## src/rtl/iolpc_pkg.sv

```systemverilog
package iolpc_pkg;

   // Register address and reset value of the write-only option register.
   localparam logic [7:0] IOLPC_OPT_ADDR  = 8'hC8;
   localparam logic [7:0] IOLPC_OPT_RESET = 8'h00;

   // Field positions inside the option register.
   localparam int IOLPC_BIT_V1_LEVEL = 6;
   localparam int IOLPC_BIT_V2_EDGE  = 5;
   localparam int IOLPC_BIT_GEN      = 4;

   // Vector addresses (low byte of each vector pair).
   localparam logic [11:0] IOLPC_VEC_RESET = 12'hFFE;
   localparam logic [11:0] IOLPC_VEC_NMI   = 12'hFFC;
   localparam logic [11:0] IOLPC_VEC_EXT1  = 12'hFF6;
   localparam logic [11:0] IOLPC_VEC_EXT2  = 12'hFF4;
   localparam logic [11:0] IOLPC_VEC_TIMER = 12'hFF2;
   localparam logic [11:0] IOLPC_VEC_CONV  = 12'hFF0;

   // Oscillator start-up delays, in internal clock cycles.
   localparam logic [15:0] IOLPC_START_SHORT = 16'h0800;
   localparam logic [15:0] IOLPC_START_LONG  = 16'h8000;

   // Power modes.
   typedef enum logic [1:0] {
      IOLPC_RUN,
      IOLPC_WAIT,
      IOLPC_STOP,
      IOLPC_START
   } iolpc_mode_t;

endpackage

```

## src/rtl/iolpc_sync.sv

```systemverilog
`timescale 1ns/1ps
`default_nettype none
// Two-flop synchroniser for a group of pin inputs.
module iolpc_sync #(
   parameter int W = 1
) (
   // Clock and reset.
   input  wire logic         clk,
   input  wire logic         rst,
   // Raw pins and their synchronised copy.
   input  wire logic [W-1:0] d,
   output logic      [W-1:0] q
);

   // State: first and second stage.
   typedef struct packed {
      logic [W-1:0] s1;
      logic [W-1:0] s2;
   } iolpc_sync_t;

   iolpc_sync_t st;
   iolpc_sync_t next_st;

   // The first stage feeds only the second stage.
   always_comb begin
      next_st    = st;
      next_st.s1 = d;
      next_st.s2 = st.s1;
   end

   // Pins idle high (pull-ups), so reset to ones to avoid a false edge.
   always_ff @(posedge clk) begin
      if (rst) begin
         st <= '1;
      end else begin
         st <= next_st;
      end
   end

   assign q = st.s2;

endmodule
`default_nettype wire

```

## src/rtl/iolpc_start.sv

```systemverilog
`timescale 1ns/1ps
`default_nettype none
// Oscillator start-up delay counter; done pulses when the count expires.
module iolpc_start (
   // Clock and reset.
   input  wire logic        clk,
   input  wire logic        rst,
   // Start request and chosen length.
   input  wire logic        start,
   input  wire logic        long_sel,
   // One-cycle pulse when the delay is over.
   output logic             done
);

   // State: remaining count, busy flag and done pulse.
   typedef struct packed {
      logic [15:0] cnt;
      logic        busy;
      logic        done;
   } iolpc_start_t;

   iolpc_start_t st;
   iolpc_start_t next_st;

   // Load on start, count down, pulse done on the last cycle.
   always_comb begin
      next_st      = st;
      next_st.done = 1'b0;
      if (start) begin
         next_st.busy = 1'b1;
         next_st.cnt  = long_sel ? iolpc_pkg::IOLPC_START_LONG - 16'h0001
                                 : iolpc_pkg::IOLPC_START_SHORT - 16'h0001;
      end else if (st.busy) begin
         if (st.cnt == 16'h0000) begin
            next_st.busy = 1'b0;
            next_st.done = 1'b1;
         end else begin
            next_st.cnt = st.cnt - 16'h0001;
         end
      end
   end

   // Registered state.
   always_ff @(posedge clk) begin
      if (rst) begin
         st <= '0;
      end else begin
         st <= next_st;
      end
   end

   assign done = st.done;

endmodule
`default_nettype wire

```

## src/rtl/iolpc_ctrl.sv

```systemverilog
`timescale 1ns/1ps
`default_nettype none
// Functional notes
// - Option register at C8h, write-only, resets 00h.
// - Bit 6: vector 1 falling edge or level.
// - Bit 5: vector 2 falling or rising.
// - Bit 4 globally enables maskable requests.
// - NMI served but no wake when disabled.
// - Ext vectors FF6h and FF4h wake STOP.
// - Reset leaves device running on main oscillator.
// - WAIT halts core, keeps oscillator running.
// - WAIT and STOP keep RAM and registers.
// - WAIT ends on reset or any interrupt; here NMI ends it only while bit 4 is set.
// - STOP halts core and stops oscillator.
// - STOP ends on reset, external, timer interrupt.
// - STOP exit waits 2048 or 32768 cycles.
// - After delay, vector of waking source loads.
// - Watchdog active: STOP becomes WAIT unless allowed.
// - Allowed STOP freezes the watchdog counter.
// - Fixed priority, one at a time, no preemption; here NMI still preempts a maskable routine.
// - Edge latch holds first edge, cleared on entry.
// - WAIT or STOP ignored with enabled request pending.
// - NMI falling edge latched, cleared on entry.
module iolpc_ctrl (
   // Clock and reset.
   input  wire logic        clk,
   input  wire logic        rst,
   // Core data-space write port.
   input  wire logic        wr_en,
   input  wire logic [7:0]  wr_addr,
   input  wire logic [7:0]  wr_data,
   // Core instruction and sequencing.
   input  wire logic        exec_wait,
   input  wire logic        exec_stop,
   input  wire logic        vector_ack,
   input  wire logic        reti,
   // Interrupt pins (asynchronous).
   input  wire logic        nmi_pin_n,
   input  wire logic        port_a_irq_n,
   input  wire logic        port_bc_irq,
   // Peripheral flags, already on this clock.
   input  wire logic        timer_zero_flag,
   input  wire logic        timer_irq_en,
   input  wire logic        conv_done_flag,
   input  wire logic        conv_irq_en,
   // Watchdog and option state.
   input  wire logic        watchdog_active,
   input  wire logic        stop_with_watchdog_option,
   input  wire logic        backup_low_freq_osc,
   input  wire logic        long_start_sel,
   // Outputs to the core and clock tree.
   output logic             irq_req,
   output logic [11:0]      irq_vector,
   output logic             core_halt,
   output logic             osc_enable,
   output logic             periph_clk_en,
   output logic             watchdog_freeze,
   output logic             use_backup_osc,
   output logic [1:0]       power_mode
);

   // Synchronised pin levels and the start-up done pulse.
   logic nmi_s;
   logic pa_s;
   logic pbc_s;
   logic start_done;

   // All block state in one record.
   typedef struct packed {
      logic [7:0]            opt;
      logic                  nmi_prev;
      logic                  pbc_prev;
      logic                  pa_prev;
      logic                  nmi_latch;
      logic                  v1_latch;
      logic                  v2_latch;
      logic                  in_nmi;
      logic                  in_irq;
      iolpc_pkg::iolpc_mode_t mode;
      logic                  start_go;
      logic                  irq_req;
      logic [11:0]           irq_vector;
      logic                  core_halt;
      logic                  osc_enable;
      logic                  periph_clk_en;
      logic                  wd_freeze;
      logic                  backup;
   } iolpc_ctrl_t;

   iolpc_ctrl_t st;
   iolpc_ctrl_t next_st;

   // Pins cross two flip-flops before any logic looks at them.
   iolpc_sync #(.W(3)) u_sync (
      .clk (clk),
      .rst (rst),
      .d   ({nmi_pin_n, port_a_irq_n, port_bc_irq}),
      .q   ({nmi_s, pa_s, pbc_s})
   );

   // Start-up delay after STOP.
   iolpc_start u_start (
      .clk      (clk),
      .rst      (rst),
      .start    (st.start_go),
      .long_sel (long_start_sel),
      .done     (start_done)
   );

   // Combinational views of configuration and pending sources.
   logic gen;
   logic v1_level;
   logic v2_rise;
   logic v1_pend;
   logic v2_pend;
   logic tm_pend;
   logic cv_pend;
   logic mask_pend;
   logic nmi_fall;
   logic v1_edge;
   logic v2_edge;
   logic stop_wake;
   logic wait_wake;

   always_comb begin
      gen      = st.opt[iolpc_pkg::IOLPC_BIT_GEN];
      v1_level = st.opt[iolpc_pkg::IOLPC_BIT_V1_LEVEL];
      v2_rise  = st.opt[iolpc_pkg::IOLPC_BIT_V2_EDGE];
      nmi_fall = st.nmi_prev & ~nmi_s;
      v1_edge  = st.pa_prev & ~pa_s;
      v2_edge  = v2_rise ? (~st.pbc_prev & pbc_s) : (st.pbc_prev & ~pbc_s);
      // Level mode is not stored: the pin must still be low when sampled.
      v1_pend  = v1_level ? ~pa_s : st.v1_latch;
      v2_pend  = st.v2_latch;
      tm_pend  = timer_zero_flag & timer_irq_en;
      cv_pend  = conv_done_flag & conv_irq_en;
      mask_pend = gen & (v1_pend | v2_pend | tm_pend | cv_pend);
      // NMI only wakes when the global enable is set.
      stop_wake = (gen & (v1_pend | v2_pend | tm_pend)) | (gen & st.nmi_latch);
      wait_wake = mask_pend | (gen & st.nmi_latch);
   end

   // Next-state logic.
   always_comb begin
      next_st          = st;
      next_st.start_go = 1'b0;
      next_st.irq_req  = 1'b0;
      next_st.nmi_prev = nmi_s;
      next_st.pa_prev  = pa_s;
      next_st.pbc_prev = pbc_s;

      // Whole-byte write only; the register has no read path.
      if (wr_en && (wr_addr == iolpc_pkg::IOLPC_OPT_ADDR)) begin
         next_st.opt = wr_data;
      end

      // Edge latches: set wins over clear, only the first edge is held.
      if (nmi_fall) begin
         next_st.nmi_latch = 1'b1;
      end
      if (!v1_level && v1_edge) begin
         next_st.v1_latch = 1'b1;
      end
      if (v2_edge) begin
         next_st.v2_latch = 1'b1;
      end

      // Return from a routine reopens the priority window.
      if (reti) begin
         if (st.in_nmi) begin
            next_st.in_nmi = 1'b0;
         end else begin
            next_st.in_irq = 1'b0;
         end
      end

      case (st.mode)
         iolpc_pkg::IOLPC_RUN: begin
            // Vector issue: NMI first, then fixed order 1..4.
            // Nothing is issued on the acknowledge edge: the routine is not yet
            // marked, and a pulse there would read as a second request.
            if (st.nmi_latch && !st.in_nmi && !st.irq_req && !vector_ack) begin
               next_st.irq_req    = 1'b1;
               next_st.irq_vector = iolpc_pkg::IOLPC_VEC_NMI;
            end else if (mask_pend && !st.in_irq && !st.in_nmi && !st.irq_req
                         && !vector_ack) begin
               next_st.irq_req = 1'b1;
               if (v1_pend) begin
                  next_st.irq_vector = iolpc_pkg::IOLPC_VEC_EXT1;
               end else if (v2_pend) begin
                  next_st.irq_vector = iolpc_pkg::IOLPC_VEC_EXT2;
               end else if (tm_pend) begin
                  next_st.irq_vector = iolpc_pkg::IOLPC_VEC_TIMER;
               end else begin
                  next_st.irq_vector = iolpc_pkg::IOLPC_VEC_CONV;
               end
            end
            // Instructions are dropped while an enabled request waits.
            if ((exec_wait || exec_stop) && !mask_pend && !st.nmi_latch) begin
               next_st.core_halt = 1'b1;
               if (exec_stop && (!watchdog_active ||
                   (stop_with_watchdog_option && nmi_s))) begin
                  next_st.mode          = iolpc_pkg::IOLPC_STOP;
                  next_st.osc_enable    = 1'b0;
                  next_st.periph_clk_en = 1'b0;
                  next_st.wd_freeze     = watchdog_active;
               end else begin
                  // Oscillator keeps running so peripherals stay clocked.
                  next_st.mode = iolpc_pkg::IOLPC_WAIT;
               end
            end
         end
         iolpc_pkg::IOLPC_WAIT: begin
            if (wait_wake) begin
               next_st.mode      = iolpc_pkg::IOLPC_RUN;
               next_st.core_halt = 1'b0;
            end
         end
         iolpc_pkg::IOLPC_STOP: begin
            if (stop_wake) begin
               next_st.mode       = iolpc_pkg::IOLPC_START;
               next_st.osc_enable = 1'b1;
               next_st.start_go   = 1'b1;
            end
         end
         iolpc_pkg::IOLPC_START: begin
            // Core resumes only when the oscillator is trusted.
            if (start_done) begin
               next_st.mode          = iolpc_pkg::IOLPC_RUN;
               next_st.core_halt     = 1'b0;
               next_st.periph_clk_en = 1'b1;
               next_st.wd_freeze     = 1'b0;
            end
         end
         default: begin
            next_st.mode = iolpc_pkg::IOLPC_RUN;
         end
      endcase

      // Vector taken by the core: clear its latch and mark the routine.
      if (vector_ack) begin
         if (st.irq_vector == iolpc_pkg::IOLPC_VEC_NMI) begin
            next_st.nmi_latch = nmi_fall;
            next_st.in_nmi    = 1'b1;
         end else begin
            next_st.in_irq = 1'b1;
            if (st.irq_vector == iolpc_pkg::IOLPC_VEC_EXT1) begin
               next_st.v1_latch = !v1_level && v1_edge;
            end
            if (st.irq_vector == iolpc_pkg::IOLPC_VEC_EXT2) begin
               next_st.v2_latch = v2_edge;
            end
         end
      end

      // Backup oscillator follows software only while running.
      if (st.mode == iolpc_pkg::IOLPC_RUN) begin
         next_st.backup = backup_low_freq_osc;
      end
   end

   // Reset gives RUN on the main oscillator; RAM is not touched here.
   always_ff @(posedge clk) begin
      if (rst) begin
         st               <= '0;
         st.opt           <= iolpc_pkg::IOLPC_OPT_RESET;
         st.nmi_prev      <= 1'b1;
         st.pa_prev       <= 1'b1;
         st.pbc_prev      <= 1'b1;
         st.mode          <= iolpc_pkg::IOLPC_RUN;
         st.irq_vector    <= iolpc_pkg::IOLPC_VEC_RESET;
         st.osc_enable    <= 1'b1;
         st.periph_clk_en <= 1'b1;
      end else begin
         st <= next_st;
      end
   end

   // Outputs straight from flip-flops.
   assign irq_req         = st.irq_req;
   assign irq_vector      = st.irq_vector;
   assign core_halt       = st.core_halt;
   assign osc_enable      = st.osc_enable;
   assign periph_clk_en   = st.periph_clk_en;
   assign watchdog_freeze = st.wd_freeze;
   assign use_backup_osc  = st.backup;
   assign power_mode      = st.mode;

   // Checks.
   gen_block_a: assert property (@(posedge clk) disable iff (rst)
      (irq_req && irq_vector != iolpc_pkg::IOLPC_VEC_NMI) |-> $past(gen))
      else $error("maskable vector issued while disabled");
   stop_osc_a: assert property (@(posedge clk) disable iff (rst)
      (power_mode == iolpc_pkg::IOLPC_STOP) |-> !osc_enable)
      else $error("oscillator running in stop");
   wait_osc_a: assert property (@(posedge clk) disable iff (rst)
      (power_mode == iolpc_pkg::IOLPC_WAIT) |-> (osc_enable && core_halt))
      else $error("wait mode wrong clocks");
   start_hold_a: assert property (@(posedge clk) disable iff (rst)
      $rose(power_mode == iolpc_pkg::IOLPC_START) |-> core_halt [*8])
      else $error("core resumed early after stop");
   wd_freeze_a: assert property (@(posedge clk) disable iff (rst)
      watchdog_freeze |-> (power_mode != iolpc_pkg::IOLPC_RUN))
      else $error("watchdog frozen while running");
   pend_block_a: assert property (@(posedge clk) disable iff (rst)
      (power_mode == iolpc_pkg::IOLPC_RUN && mask_pend) |=> power_mode == iolpc_pkg::IOLPC_RUN)
      else $error("low power entered with pending request");
   nmi_nowake_a: assert property (@(posedge clk) disable iff (rst)
      (power_mode == iolpc_pkg::IOLPC_WAIT && !gen) |=> power_mode == iolpc_pkg::IOLPC_WAIT)
      else $error("woke while globally disabled");
   one_at_a: assert property (@(posedge clk) disable iff (rst)
      (st.in_irq && irq_req) |-> irq_vector == iolpc_pkg::IOLPC_VEC_NMI)
      else $error("maskable routine preempted");
   cv_wait_c: cover property (@(posedge clk) power_mode == iolpc_pkg::IOLPC_WAIT);
   cv_stop_c: cover property (@(posedge clk) $fell(power_mode == iolpc_pkg::IOLPC_START));
   cv_nmi_c: cover property (@(posedge clk) irq_req && irq_vector == iolpc_pkg::IOLPC_VEC_NMI);
   // Level mode on vector 1 asking for service.
   cv_level_c: cover property (@(posedge clk)
      irq_req && v1_level && irq_vector == iolpc_pkg::IOLPC_VEC_EXT1);

   // A falling NMI edge is held until the core takes it, whatever the enable.
   nmi_latch_a: assert property (@(posedge clk) disable iff (rst)
      nmi_fall |=> st.nmi_latch)
      else $error("nmi edge not latched");

   // Without permission a STOP under a running watchdog must land in WAIT.
   // The oscillator is kept, since the watchdog still needs its clock.
   stop_as_wait_a: assert property (@(posedge clk) disable iff (rst)
      (power_mode == iolpc_pkg::IOLPC_RUN && exec_stop && watchdog_active &&
       !stop_with_watchdog_option && !mask_pend && !st.nmi_latch)
      |=> (power_mode == iolpc_pkg::IOLPC_WAIT && osc_enable))
      else $error("stop taken with watchdog running");

   // When the start-up count expires the core resumes on a running clock tree.
   start_exit_a: assert property (@(posedge clk) disable iff (rst)
      (power_mode == iolpc_pkg::IOLPC_START && start_done)
      |=> (power_mode == iolpc_pkg::IOLPC_RUN && !core_halt &&
           periph_clk_en && !watchdog_freeze))
      else $error("no clean resume after start-up");

   // Taking vector 1 drops its latch unless a fresh edge arrives that cycle.
   v1_clear_a: assert property (@(posedge clk) disable iff (rst)
      (vector_ack && irq_vector == iolpc_pkg::IOLPC_VEC_EXT1 && !v1_edge) |=> !st.v1_latch)
      else $error("vector 1 latch kept after service");

endmodule
`default_nettype wire

```

## config.mk

```make
export PLATFORM = sky130hd
export DESIGN_NAME = iolpc_ctrl
export DESIGN_NICKNAME = d
export VERILOG_FILES = /design/src/rtl/iolpc_pkg.sv /design/src/rtl/iolpc_sync.sv /design/src/rtl/iolpc_start.sv /design/src/rtl/iolpc_ctrl.sv
export SDC_FILE = /design/constraint.sdc
export NUM_CORES = 1
export LEC_CHECK = 0
export BUFFER_PORTS_ARGS = -buffer_cell sky130_fd_sc_hd__buf_4
export CAP_MARGIN = 20
export CORE_UTILIZATION = 31
export CTS_BUF_LIST = sky130_fd_sc_hd__clkbuf_4
export DETAILED_ROUTE_END_ITERATION = 12
export HOLD_SLACK_MARGIN = 0.02
export MAX_ROUTING_LAYER = met4
export PLACE_DENSITY = 0.55
export RECOVER_POWER = 50
export SYNTH_ARGS = -nofsm -noshare
export SYNTH_HDL_FRONTEND = slang
export SYNTH_SLANG_ARGS = --single-unit
```

## constraint.sdc

```tcl
create_clock -name clk -period 2.6 [get_ports clk]
set_clock_uncertainty 0.2 [all_clocks]
set_input_delay 0.52 -clock clk [delete_from_list [all_inputs] [get_ports clk]]
set_output_delay 0.52 -clock clk [all_outputs]
set_load 0.02 [all_outputs]
```

== Yosys cells after proc, flatten, opt, wreduce, memory -nomap -nowiden ==
Index checks and enable logic that the tools add are counted.
Storage, ports and cells
  bits in registers: 60
Operators by class
  add/subtract/negate cells: 1
  eq/ne operators: 13
  muxes and demuxes: 39
  bitwise logic cells: 21
  reductions and logical operators: 39
Operators with widths (count)
  == test 12 bit (second input constant): 3
  two-way mux 13 bit: 2
  two-way mux 18 bit: 1
  two-way mux 2 bit: 9
  two-way mux 17 bit: 1
  zero test 16 bit: 1
  two-way mux 16 bit: 1
  AND reduction 4 bit: 4
  subtractor 16 x 1 -> 16 bit (second input constant): 1
  two-way mux 15 bit: 1
  two-way mux 1 bit: 14
  logical AND 1 bit: 13
  two-way mux 3 bit: 4
  inequality test 2 bit (second input constant): 5
  bitwise AND 1 bit: 9
  == test 8 bit (second input constant): 1
  zero test 1 bit: 8
  case mux 2 bit (4 select lines): 1
  nonzero test 2 bit: 4
  NOT 1 bit: 7
  two-way mux 5 bit: 1
  bitwise OR 1 bit: 5
  == test 2 bit (second input constant): 2
  two-way mux 4 bit: 1
  other kinds (11): 14

== Logic depth before layout (Yosys ltp) ==
Gate-level depths: netlist (run 1).
  depth after elaboration: 12
  depth in mapped cells: 7
  mapped depth without buffers: 7

== Modules after synthesis ==
Synthesis (run 1) repeated with hierarchy kept, for this count alone.
Unflattened totals
  cell total of the unflattened synthesis: 250
  area, all modules: 2342.2 um^2
Modules (own cells, without submodules)
  iolpc_ctrl: instances 1, cells an instance 137, area an instance 1238.7 um^2, seq. area each 480.5 um^2
  iolpc_start: instances 1, cells an instance 101, area an instance 945.9 um^2, seq. area each 360.3 um^2
  iolpc_sync: instances 1, cells an instance 12, area an instance 157.7 um^2, seq. area each 120.1 um^2

== Least setup slack after synthesis (run 1) ==
No wires, ideal clock.
  kind: input-to-reg
  from: input port timer_zero_flag
  to: register, netlist name irq_vector[1]
  library setup time: 0.122 ns
  data arrival time: 1.694 ns
  required time: 2.278 ns
  setup slack: 0.584 ns
  cell stages on the path: 5
  path through: a21oi_1 -> and4_4 -> or4b_1 -> clkbuf_2 -> a311o_1
On the way
  cells in the longest elaborated chain, start to end: 10
RTL lines
  start, declared: line iolpc_ctrl.sv:42  | input wire logic timer_zero_flag,
  bitwise AND 1 bit (*): line iolpc_ctrl.sv:135  | tm_pend = timer_zero_flag & timer_irq_en;
  bitwise OR 1 bit (2 in a row): line iolpc_ctrl.sv:137  | mask_pend = gen & (v1_pend | v2_pend | tm_pend | cv_pend);
  bitwise AND 1 bit: line iolpc_ctrl.sv:137
  logical AND 1 bit (3 in a row): line iolpc_ctrl.sv:185  | end else if (mask_pend && !st.in_irq && !st.in_nmi && !st.irq_req
  logical AND 1 bit: line iolpc_ctrl.sv:186  | && !vector_ack) begin
  nonzero test 2 bit (no line)
  AND reduction 2 bit (no line)
Every way passes the cells marked *; elsewhere a longest branch is shown, timed or not. The select of a mux whose other input is x is not followed.
A chain may end at the register's enable or synchronous reset.

== Worst setup path in the final report (run 1) ==
  from: register st, in the netlist power_mode[0]
  to: register, netlist name irq_vector[1]
On the way
  cells in the longest elaborated chain, start to end: 2
RTL lines
  start, declared: line iolpc_ctrl.sv:90  | iolpc_ctrl_t st;
  start signal, assigned: line iolpc_ctrl.sv:275  | st <= next_st;
  zero test 2 bit: line iolpc_ctrl.sv:177  | case (st.mode)
  AND reduction 2 bit (no line)
Every way passes these cells.

==> results of run 1 <==
-- worst min-delay path by stage --
stage | start | endpoint | slack, ps | depth (start not counted)
6_report | port_bc_irq | u_sync.next_st[0]$_SDFF_PP1_ | 140 | 2
5_1_grt | port_bc_irq | u_sync.next_st[0]$_SDFF_PP1_ | 110 | 2
4_1_cts | port_bc_irq | u_sync.next_st[0]$_SDFF_PP1_ | 120 | 2
3_5_place_dp | u_sync.next_st[0]$_SDFF_PP1_ | u_sync.q[0]$_SDFF_PP1_ | 190 | 1
3_3_place_gp | u_sync.next_st[0]$_SDFF_PP1_ | u_sync.q[0]$_SDFF_PP1_ | 200 | 1
2_1_floorplan | u_sync.next_st[0]$_SDFF_PP1_ | u_sync.q[0]$_SDFF_PP1_ | 190 | 1
-- critical path: stages, from the launching register on --
cell and delay [ps]:
dfxtp_1 460, nor2_1 410, nand2_1 120, or4b_1 620, a311o_1 350
-- cells by family after synthesis --
group	synth area share [%]
buf+inv	7.66
flops	41.4
fa+ha+maj	1.08
xor+xnor	3.40
compound gates	14.3
other cells	0.162
mux	3.56
simple gates	28.4
-- per-layer routing --
metal / vias to the layer above / part of all wire [%]
li1: 972 / -
met1: 821 / 51
met2: 38 / 44
met3: 8 / 3.7
met4: 0 / 1.5
met5: - / 0
-- cell type report --
class | instances | area [um^2] | area share (%)
timing repair buffer | 48 | 324 | 12.0
inverter | 7 | 26.3 | 0.972
sequential | 48 | 961 | 35.6
multi-input combinational | 184 | 1170 | 43.3
clock inverter | 2 | 60.1 | 2.22
tap | 99 | 124 | 4.58
clock buffer | 5 | 37.5 | 1.39
-- registers in the layout, summed over array words and instances, names as in the netlist --
name             flops
use_backup_osc       1
irq_req              1
u_start.done         1
osc_enable           1
u_sync.next_st       3
core_halt            1
v2_pend              1
u_sync.q             3
irq_vector           4
periph_clk_en        1
watchdog_freeze      1
gen                  1
st                  10
power_mode           2
u_start.st          17
-- metrics by stage --
stage	hold slack (ps)	instance area [um^2]	std cells	total power [mW]
final	145	2700	393	1.55
after global routing	115	2700	393	1.63
after CTS	125	2750	393	1.59
after detailed placement	195	2650	386	1.06
after global placement	196	2650	386	1.05
after floorplan	189	2320	263	0.981
-- cells in the final DEF, fill, tap and decap left out, drive strengths merged, types with 3 or more instances in the layout --
cell	synthesis	final
dfxtp	48	48
buf	17	37
nor2	24	24
a21oi	22	22
nand2	22	22
clkbuf	7	16
or2	12	12
inv	7	7
o21ai	7	7
nor3	6	6
nand3	6	6
mux2i	6	6
xor2	6	6
nand4	5	5
a31oi	5	5
nor4	4	4
nor2b	4	4
nand3b	4	4
nand2b	4	4
xnor2	3	3
o21a	3	3
and4	3	3
or4	3	3
-- report_power, final --
| part | leakage [nW] | switching [mW] | total, mW | internal [mW] |
|---|---|---|---|---|
| logic | 0.634 | 0.112 | 0.212 | 0.100 |
| clock network | 0.0513 | 0.234 | 0.528 | 0.295 |
| registers | 0.391 | 0.0373 | 0.805 | 0.768 |
==> flow_metrics.env, run 1 <==
export IMPL_dp_hpwl_um=3270
export IMPL_synth_flop_cell="dfxtp_1"
export IMPL_yosysWarnings=0
export IMPL_grt_pass1_vias=1705
export IMPL_cts_sinks=48
export IMPL_die_x_um=88.5
export IMPL_place_ws_ps=349
export IMPL_end_kind="flip-flop"
export IMPL_use_met3_pct=2.80
export IMPL_worstSetupEndpoint="irq_vector[1]$_SDFFE_PP1P_"
export IMPL_drt_iter0_markers=70
export IMPL_hp_class="in2reg"
export IMPL_grt_max_degree=48
export IMPL_synth_seq_cells=48
export IMPL_reg2reg_from="power_mode[0]$_SDFFE_PP0P_"
export IMPL_ios=54
export IMPL_wl_per_cell_um=11.8
export IMPL_syn_avg_cell_area_um2=8.82
export IMPL_drv_cap=0
export IMPL_viasPerCell=4.68
export IMPL_gr_max_usage_layer="met2"
export IMPL_max_vdd_ir_drop_uv=232
export IMPL_status="finished, final reports clean"
export IMPL_clock_path_buffers=2
export IMPL_grt_pass1_wl_um=7710
export IMPL_p_leak_nw=1.08
export IMPL_antenna_found_initial=0
export IMPL_setup_viol=0
export IMPL_critPathKind="reg2reg"
export IMPL_fin_crit_ps=2250
export IMPL_fin_util_pct=37.3
export IMPL_met1_usage_pct=15.9
export IMPL_syn_inst=263
export IMPL_ys_types=56
export IMPL_r2r_slack_ps=350
export IMPL_place_port_buffers=47
export IMPL_core_area_um2=7250
export IMPL_synth_area_leaders="dfxtp_1 (41%), a21oi_1 (4.7%), buf_4 (4.5%)"
export IMPL_post_cts_buffers=0
export IMPL_synthArstFlopShare_pct=0
export IMPL_fmax_mhz=444
export IMPL_drive_above_1_share_pct=24.1
export IMPL_vias=1839
export IMPL_area_growth_pct=16.5
export IMPL_cts_tree="done"
export IMPL_fillers=763
export IMPL_place_congestion=0.765
export IMPL_cts_root_buf="clkbuf_4"
export IMPL_hold_viol=0
export IMPL_synth_top_area_share_pct=41.4
export IMPL_yosysTopAreaCell="dfxtp_1"
export IMPL_yosysSeqAreaShare_pct=41.4
export IMPL_r2r_cells=4
export IMPL_die_y_um=88.5
export IMPL_routed_wl_um=4650
export IMPL_r2r_end="irq_vector[1]$_SDFFE_PP1P_"
export IMPL_clock_latency_ps=360
export IMPL_antenna_cells=0
export IMPL_yosysMostFrequentCell="dfxtp_1"
export IMPL_met2_usage_pct=21.3
export IMPL_path_clk_slew_ps=140
export IMPL_startpoint="power_mode[0]$_SDFFE_PP0P_"
export IMPL_power_density_nw_per_um2=572
export IMPL_fin_ws_ps=350
export IMPL_finalCritPeriodShare_pct=86.5
export IMPL_final_net_count=330
export IMPL_htreeDepth=2
export IMPL_tightestPinTransition_ps=893
export IMPL_std_cell_rows=31
export IMPL_remaining_drc_errors=0
export IMPL_cts_made_buffers=5
export IMPL_synthTopCellsByCount="dfxtp_1 (48), a21oi_1 (22), nand2_1 (22), nor2_1 (21), buf_4 (14)"
export IMPL_overflow=0
export IMPL_drt_pre_antenna_iters=4
export IMPL_postCtsHoldBufs=0
export IMPL_syn_num_nets=299
export IMPL_cts_resized=0
export IMPL_worst_ep_required_time_ps=2670
export IMPL_initial_core_util_pct=32.0
export IMPL_worstPathArrival_ps=2320
export IMPL_slew_headroom_pct=40.5
export IMPL_synth_cell_area_um2=2320
export IMPL_grt_total_usage_pct=13.1
export IMPL_slew_viol_final=0
export IMPL_synth_edff_count=0
export IMPL_dieArea_um2=7830
export IMPL_rsz0062_at_grt="false"
export IMPL_drt_antenna_violating_nets=0
export IMPL_path_max_fanout=12
export IMPL_start_kind="flip-flop"
export IMPL_fin_tns_setup_ps=0
Note: power is estimated with default switching activity, not from simulation.
==> inputs of run 2 (changes only) <==
Settings changed: REMOVE_ABC_BUFFERS set to 1.
==> run 2 against run 1 <==
- fmax down 3.0%
- via count up 2.7%
- cell area down 0.37%
- clock power down 16%
- die area unchanged
- count of clock-buffer cells in the layout unchanged
- first-iteration DRC count up 40%
- setup slack worse by 70 ps
- register-to-register slack worse by 70 ps
- utilization down 0.14 points
- sequential share of layout area up 0.13 points
- global-route usage up 0.50 points
- largest power group unchanged
- highest routed layer unchanged
==> flow_metrics.env, run 2 (synthesis gave the netlist of run 1 again) <==
export IMPL_cts_root_buf="clkbuf_4"
export IMPL_initial_core_util_pct=32.0
export IMPL_grt_pass1_vias=1844
export IMPL_final_common_cell="dfxtp_1"
export IMPL_routed_wl_um=4780
export IMPL_clock_path_buffers=2
export IMPL_reg_top3="u_start.st: 17 flops, st: 10 flops, irq_vector: 4 flops"
export IMPL_finalCritPeriodShare_pct=89.2
export IMPL_fin_cells=395
export IMPL_max_vdd_ir_drop_uv=288
export IMPL_viasPerCell=4.78
export IMPL_reg2reg_from="power_mode[1]$_SDFFE_PP0P_"
export IMPL_hold_start="nmi_pin_n"
export IMPL_place_area_um2=2660
export IMPL_worst_path_largest_cell_delay_ps=620
export IMPL_path_buf_inv=0
export IMPL_largest_reg_flops=17
export IMPL_overflow=0
export IMPL_dp_hpwl_um=3400
export IMPL_place_port_buffers=47
export IMPL_fillers=779
export IMPL_layout_common_cells="dfxtp_1 (48), buf_4 (38), a21oi_1 (22), nand2_1 (22), nor2_1 (22)"
export IMPL_hp_class="in2reg"
export IMPL_multi_input_area_um2=1170
export IMPL_grt_pass1_wl_um=8150
export IMPL_path_clk_slew_ps=150
export IMPL_wl_per_cell_um=12.1
export IMPL_final_net_count=331
export IMPL_cts_resized=0
export IMPL_ios=54
export IMPL_drt_antenna_violating_nets=0
export IMPL_path_cells="nor2_1 > nand2_1 > or4b_1 > a311o_1"
export IMPL_grt_total_usage_pct=13.6
export IMPL_setup_viol=0
export IMPL_htreeDepth=2
export IMPL_worst_ep_required_time_ps=2660
export IMPL_rsz0062_at_grt="false"
export IMPL_drive_above_1_share_pct=24.0
export IMPL_drv_cap=0
export IMPL_slew_headroom_pct=40.0
export IMPL_dieArea_um2=7830
export IMPL_antenna_found_initial=0
export IMPL_die_x_um=88.5
export IMPL_cp_top_family="simple AND/OR/NAND/NOR gates"
export IMPL_clock_latency_ps=370
export IMPL_cts_tree="done"
export IMPL_hold_viol=0
export IMPL_fin_tns_setup_ps=0
export IMPL_remaining_drc_errors=0
export IMPL_end_kind="flip-flop"
export IMPL_critPathKind="reg2reg"
export IMPL_fmax_mhz=431
export IMPL_drt_iter0_markers=98
export IMPL_r2r_end="irq_vector[1]$_SDFFE_PP1P_"
export IMPL_power_mw=1.48
export IMPL_r2r_slack_ps=280
export IMPL_start_kind="flip-flop"
export IMPL_worstPathArrival_ps=2380
export IMPL_tightestPinTransition_ps=900
export IMPL_std_cell_rows=31
export IMPL_regMostFlops="u_start.st"
export IMPL_dp_cells=387
export IMPL_cts_sinks=48
export IMPL_holdPathStages=2
export IMPL_fin_crit_ps=2320
export IMPL_post_cts_buffers=0
export IMPL_hold_path_end="u_sync.next_st[2]$_SDFF_PP1_"
export IMPL_core_area_um2=7250
export IMPL_regArea_um2=961
export IMPL_timing_hold_ws_ps=122
export IMPL_place_congestion=0.810
export IMPL_postCtsHoldBufs=0
export IMPL_power_density_nw_per_um2=548
export IMPL_antenna_cells=0
export IMPL_cts_made_buffers=5
export IMPL_die_y_um=88.5
export IMPL_area_growth_pct=16.1
export IMPL_grt_max_degree=48
export IMPL_drt_pre_antenna_iters=5
export IMPL_slew_viol_final=0
export IMPL_slowest_stage="or4b_1"
export IMPL_vias=1888
export IMPL_r2r_cells=4
export IMPL_p_leak_nw=1.08
export IMPL_final_area_um2=2690
export IMPL_status="finished, final reports clean"
export IMPL_path_max_fanout=10
run 2: changes by cell type in the layout (fill, tap and decap cells not counted), sizes merged:
cell    change
buf         +1
clkinv      +2
bufinv      -1
run 2: worst max path at each step:
stage / startpoint / end / cells after the start
after floorplan: irq_vector[10]$_SDFFE_PP1P_ / st[25]$_SDFF_PP0_ / 4
after global placement: vector_ack / irq_vector[1]$_SDFFE_PP1P_ / 4
after detailed placement: vector_ack / irq_vector[1]$_SDFFE_PP1P_ / 4
after CTS: u_start.st[3]$_SDFFE_PP0P_ / u_start.st[3]$_SDFFE_PP0P_ / 8
after global routing: power_mode[1]$_SDFFE_PP0P_ / irq_vector[1]$_SDFFE_PP1P_ / 4
final: power_mode[1]$_SDFFE_PP0P_ / irq_vector[1]$_SDFFE_PP1P_ / 4
run 2: report_power, final:
group / switching [mW] / total (mW) / internal (mW)
clock: 0.245 / 0.446 / 0.201
combinational: 0.130 / 0.235 / 0.105
sequential: 0.0263 / 0.794 / 0.768
run 2: layer usage:
layer / GRT usage (%) / part of all wire (%) / up-vias
li1: - / - / 975
met1: 15.9 / 49 / 862
met2: 23.3 / 46 / 46
met3: 2.80 / 4.4 / 5
met4: 4.40 / 0.80 / 0
met5: - / 0 / -
run 2: final cells by class:
cell class                      instances  share of cell area, %
Tap cell                               99                   4.60
Timing Repair Buffer                   49                   12.3
Clock buffer                            5                   1.39
Multi-Input combinational cell        184                   43.4
Sequential cell                        48                   35.7
Inverter                                7                  0.976
Clock inverter                          3                   1.58
run 2: per-stage QoR:
stage               utilization, %  setup slack [ps]
floorplan                        -               221
global placement              36.7               371
detailed placement            36.7               358
CTS                           37.8               474
global route                  37.1               169
finish                        37.1               280
==> inputs of run 3 (changes only) <==
Settings changed: CAP_MARGIN 20 to unset, CTS_BUF_LIST sky130_fd_sc_hd__clkbuf_4 to sky130_fd_sc_hd__clkbuf_4 sky130_fd_sc_hd__clkbuf_8 sky130_fd_sc_hd__clkbuf_16.
==> run 3 against run 2 <==
- count of clock-buffer cells in the layout is 1 higher
- wire length is 0.29% higher
- utilization is 0.62 points higher
- cell area is 1.7% higher
- power is 8.7% higher
- setup slack better by 170 ps
- largest power group unchanged
==> flow_metrics.env, run 3 (synthesis gave the netlist of run 1 again) <==
export IMPL_drt_pre_antenna_iters=4
export IMPL_place_port_buffers=47
export IMPL_antenna_found_initial=0
export IMPL_regArea_um2=961
export IMPL_reg_top3="u_start.st: 17 flops, st: 10 flops, irq_vector: 4 flops"
export IMPL_worstSetupEndpoint="u_start.st[3]$_SDFFE_PP0P_"
export IMPL_grt_max_degree=48
export IMPL_drv_cap=0
export IMPL_grt_total_usage_pct=13.9
export IMPL_r2r_cells=8
export IMPL_area_growth_pct=18.0
export IMPL_path_depth=8
export IMPL_r2r_slack_ps=450
export IMPL_cp_top_family="simple AND/OR/NAND/NOR gates"
export IMPL_post_cts_buffers=0
export IMPL_cts_sinks=48
export IMPL_fillers=779
export IMPL_max_vdd_ir_drop_uv=182
export IMPL_largest_reg_flops=17
export IMPL_p_leak_nw=1.08
export IMPL_worstPathArrival_ps=2170
export IMPL_viasPerCell=4.80
export IMPL_cts_made_buffers=5
export IMPL_wl_per_cell_um=12.1
export IMPL_htreeDepth=2
export IMPL_cts_resized=0
export IMPL_gr_max_usage_layer="met2"
export IMPL_status="finished, final reports clean"
export IMPL_worst_ep_required_time_ps=2610
export IMPL_reg2reg_from="u_start.st[3]$_SDFFE_PP0P_"
export IMPL_slowest_stage="dfxtp_1"
export IMPL_crit_top_cell="nor3b_1"
export IMPL_clock_latency_ps=310
export IMPL_startpoint="u_start.st[3]$_SDFFE_PP0P_"
export IMPL_met2_usage_pct=23.7
export IMPL_power_mw=1.60
export IMPL_grt_pass1_vias=1837
export IMPL_finalCritPeriodShare_pct=82.9
export IMPL_dp_hpwl_um=3400
export IMPL_multi_input_area_um2=1180
export IMPL_tightestPinTransition_ps=894
export IMPL_path_max_fanout=5
export IMPL_die_y_um=88.5
export IMPL_dieArea_um2=7830
export IMPL_final_common_cell="dfxtp_1"
export IMPL_layout_common_cells="dfxtp_1 (48), buf_4 (36), a21oi_1 (22), nand2_1 (22), nor2_1 (21)"
export IMPL_final_net_count=331
export IMPL_fin_crit_ps=2150
export IMPL_regMostFlops="u_start.st"
export IMPL_hold_viol=0
export IMPL_critPathKind="reg2reg"
export IMPL_r2r_end="u_start.st[3]$_SDFFE_PP0P_"
export IMPL_path_buf_inv=2
export IMPL_path_clk_slew_ps=90
export IMPL_slew_headroom_pct=40.4
export IMPL_remaining_drc_errors=0
export IMPL_antenna_cells=0
export IMPL_routed_wl_um=4790
export IMPL_initial_core_util_pct=32.0
export IMPL_use_met3_pct=3.92
export IMPL_cts_tree="done"
export IMPL_power_density_nw_per_um2=586
export IMPL_drt_antenna_violating_nets=0
export IMPL_overflow=0
export IMPL_vias=1895
export IMPL_rsz0062_at_grt="false"
export IMPL_drive_above_1_share_pct=24.7
export IMPL_cts_root_buf="clkbuf_8"
export IMPL_path_cells="inv_1 > ha_1 > nor3b_1 > buf_4 > and4_1 > nand2b_1 > nor3b_1 > a311oi_1"
export IMPL_slew_viol_final=0
export IMPL_std_cell_rows=31
export IMPL_start_kind="flip-flop"
export IMPL_clock_path_buffers=2
export IMPL_core_area_um2=7250
export IMPL_met1_usage_pct=15.6
export IMPL_end_kind="flip-flop"
export IMPL_ios=54
export IMPL_fmax_mhz=464
export IMPL_drt_iter0_markers=62
export IMPL_hp_class="in2reg"
export IMPL_postCtsHoldBufs=0
export IMPL_setup_viol=0
export IMPL_worst_path_largest_cell_delay_ps=330
export IMPL_grt_pass1_wl_um=8160
export IMPL_fin_tns_setup_ps=0
export IMPL_die_x_um=88.5
export IMPL_place_congestion=0.810
run 3: cell count changes in the layout (fill, tap and decap cells not counted), moves of 2 or more:
cell / previous run / this run
buf_4: 38 / 36
clkbuf_8: 0 / 6
clkbuf_4: 6 / 1
clkbuf_1: 9 / 11
run 3: final cells by class:
cell class | instances | share of cell area (%)
inverter | 7 | 0.960
clock buffer | 6 | 3.02
timing repair buffer | 49 | 11.8
multi-input combinational | 184 | 43.1
clock inverter | 2 | 1.42
sequential | 48 | 35.1
tap | 99 | 4.52
run 3: how the worst min path moves through the flow:
stage | cells after the start | slack (ps) | startpoint | end
finish | 2 | 190 | nmi_pin_n | u_sync.next_st[2]$_SDFF_PP1_
global route | 2 | 190 | nmi_pin_n | u_sync.next_st[2]$_SDFF_PP1_
CTS | 2 | 180 | nmi_pin_n | u_sync.next_st[2]$_SDFF_PP1_
detailed placement | 1 | 190 | u_sync.next_st[0]$_SDFF_PP1_ | u_sync.q[0]$_SDFF_PP1_
global placement | 1 | 190 | u_sync.next_st[2]$_SDFF_PP1_ | u_sync.q[2]$_SDFF_PP1_
floorplan | 1 | 190 | u_sync.next_st[0]$_SDFF_PP1_ | u_sync.q[0]$_SDFF_PP1_
run 3: stage by stage:
| stage | worst slack (ps) | cells | area, um^2 | hold slack, ps | utilization (%) |
|---|---|---|---|---|---|
| 4_1_cts | 484 | 395 | 2780 | 177 | 38.3 |
| 2_1_floorplan | 221 | 239 | 2170 | 189 | - |
| 3_3_place_gp | 371 | 387 | 2660 | 193 | 36.7 |
| 6_report | 446 | 395 | 2740 | 190 | 37.7 |
| 3_5_place_dp | 358 | 387 | 2660 | 194 | 36.7 |
| 5_1_grt | 284 | 395 | 2740 | 193 | 37.7 |
run 3: power by group:
group / switching (mW) / internal, mW
Combinational: 0.129 / 0.105
Clock: 0.258 / 0.315
Sequential: 0.0301 / 0.767
run 3: layer usage:
layer / vias to the layer above / part of all wire, %
met1: 874 / 49
met2: 42 / 46
li1: 977 / -
met3: 2 / 4.7
met4: 0 / 0.71
met5: - / 0
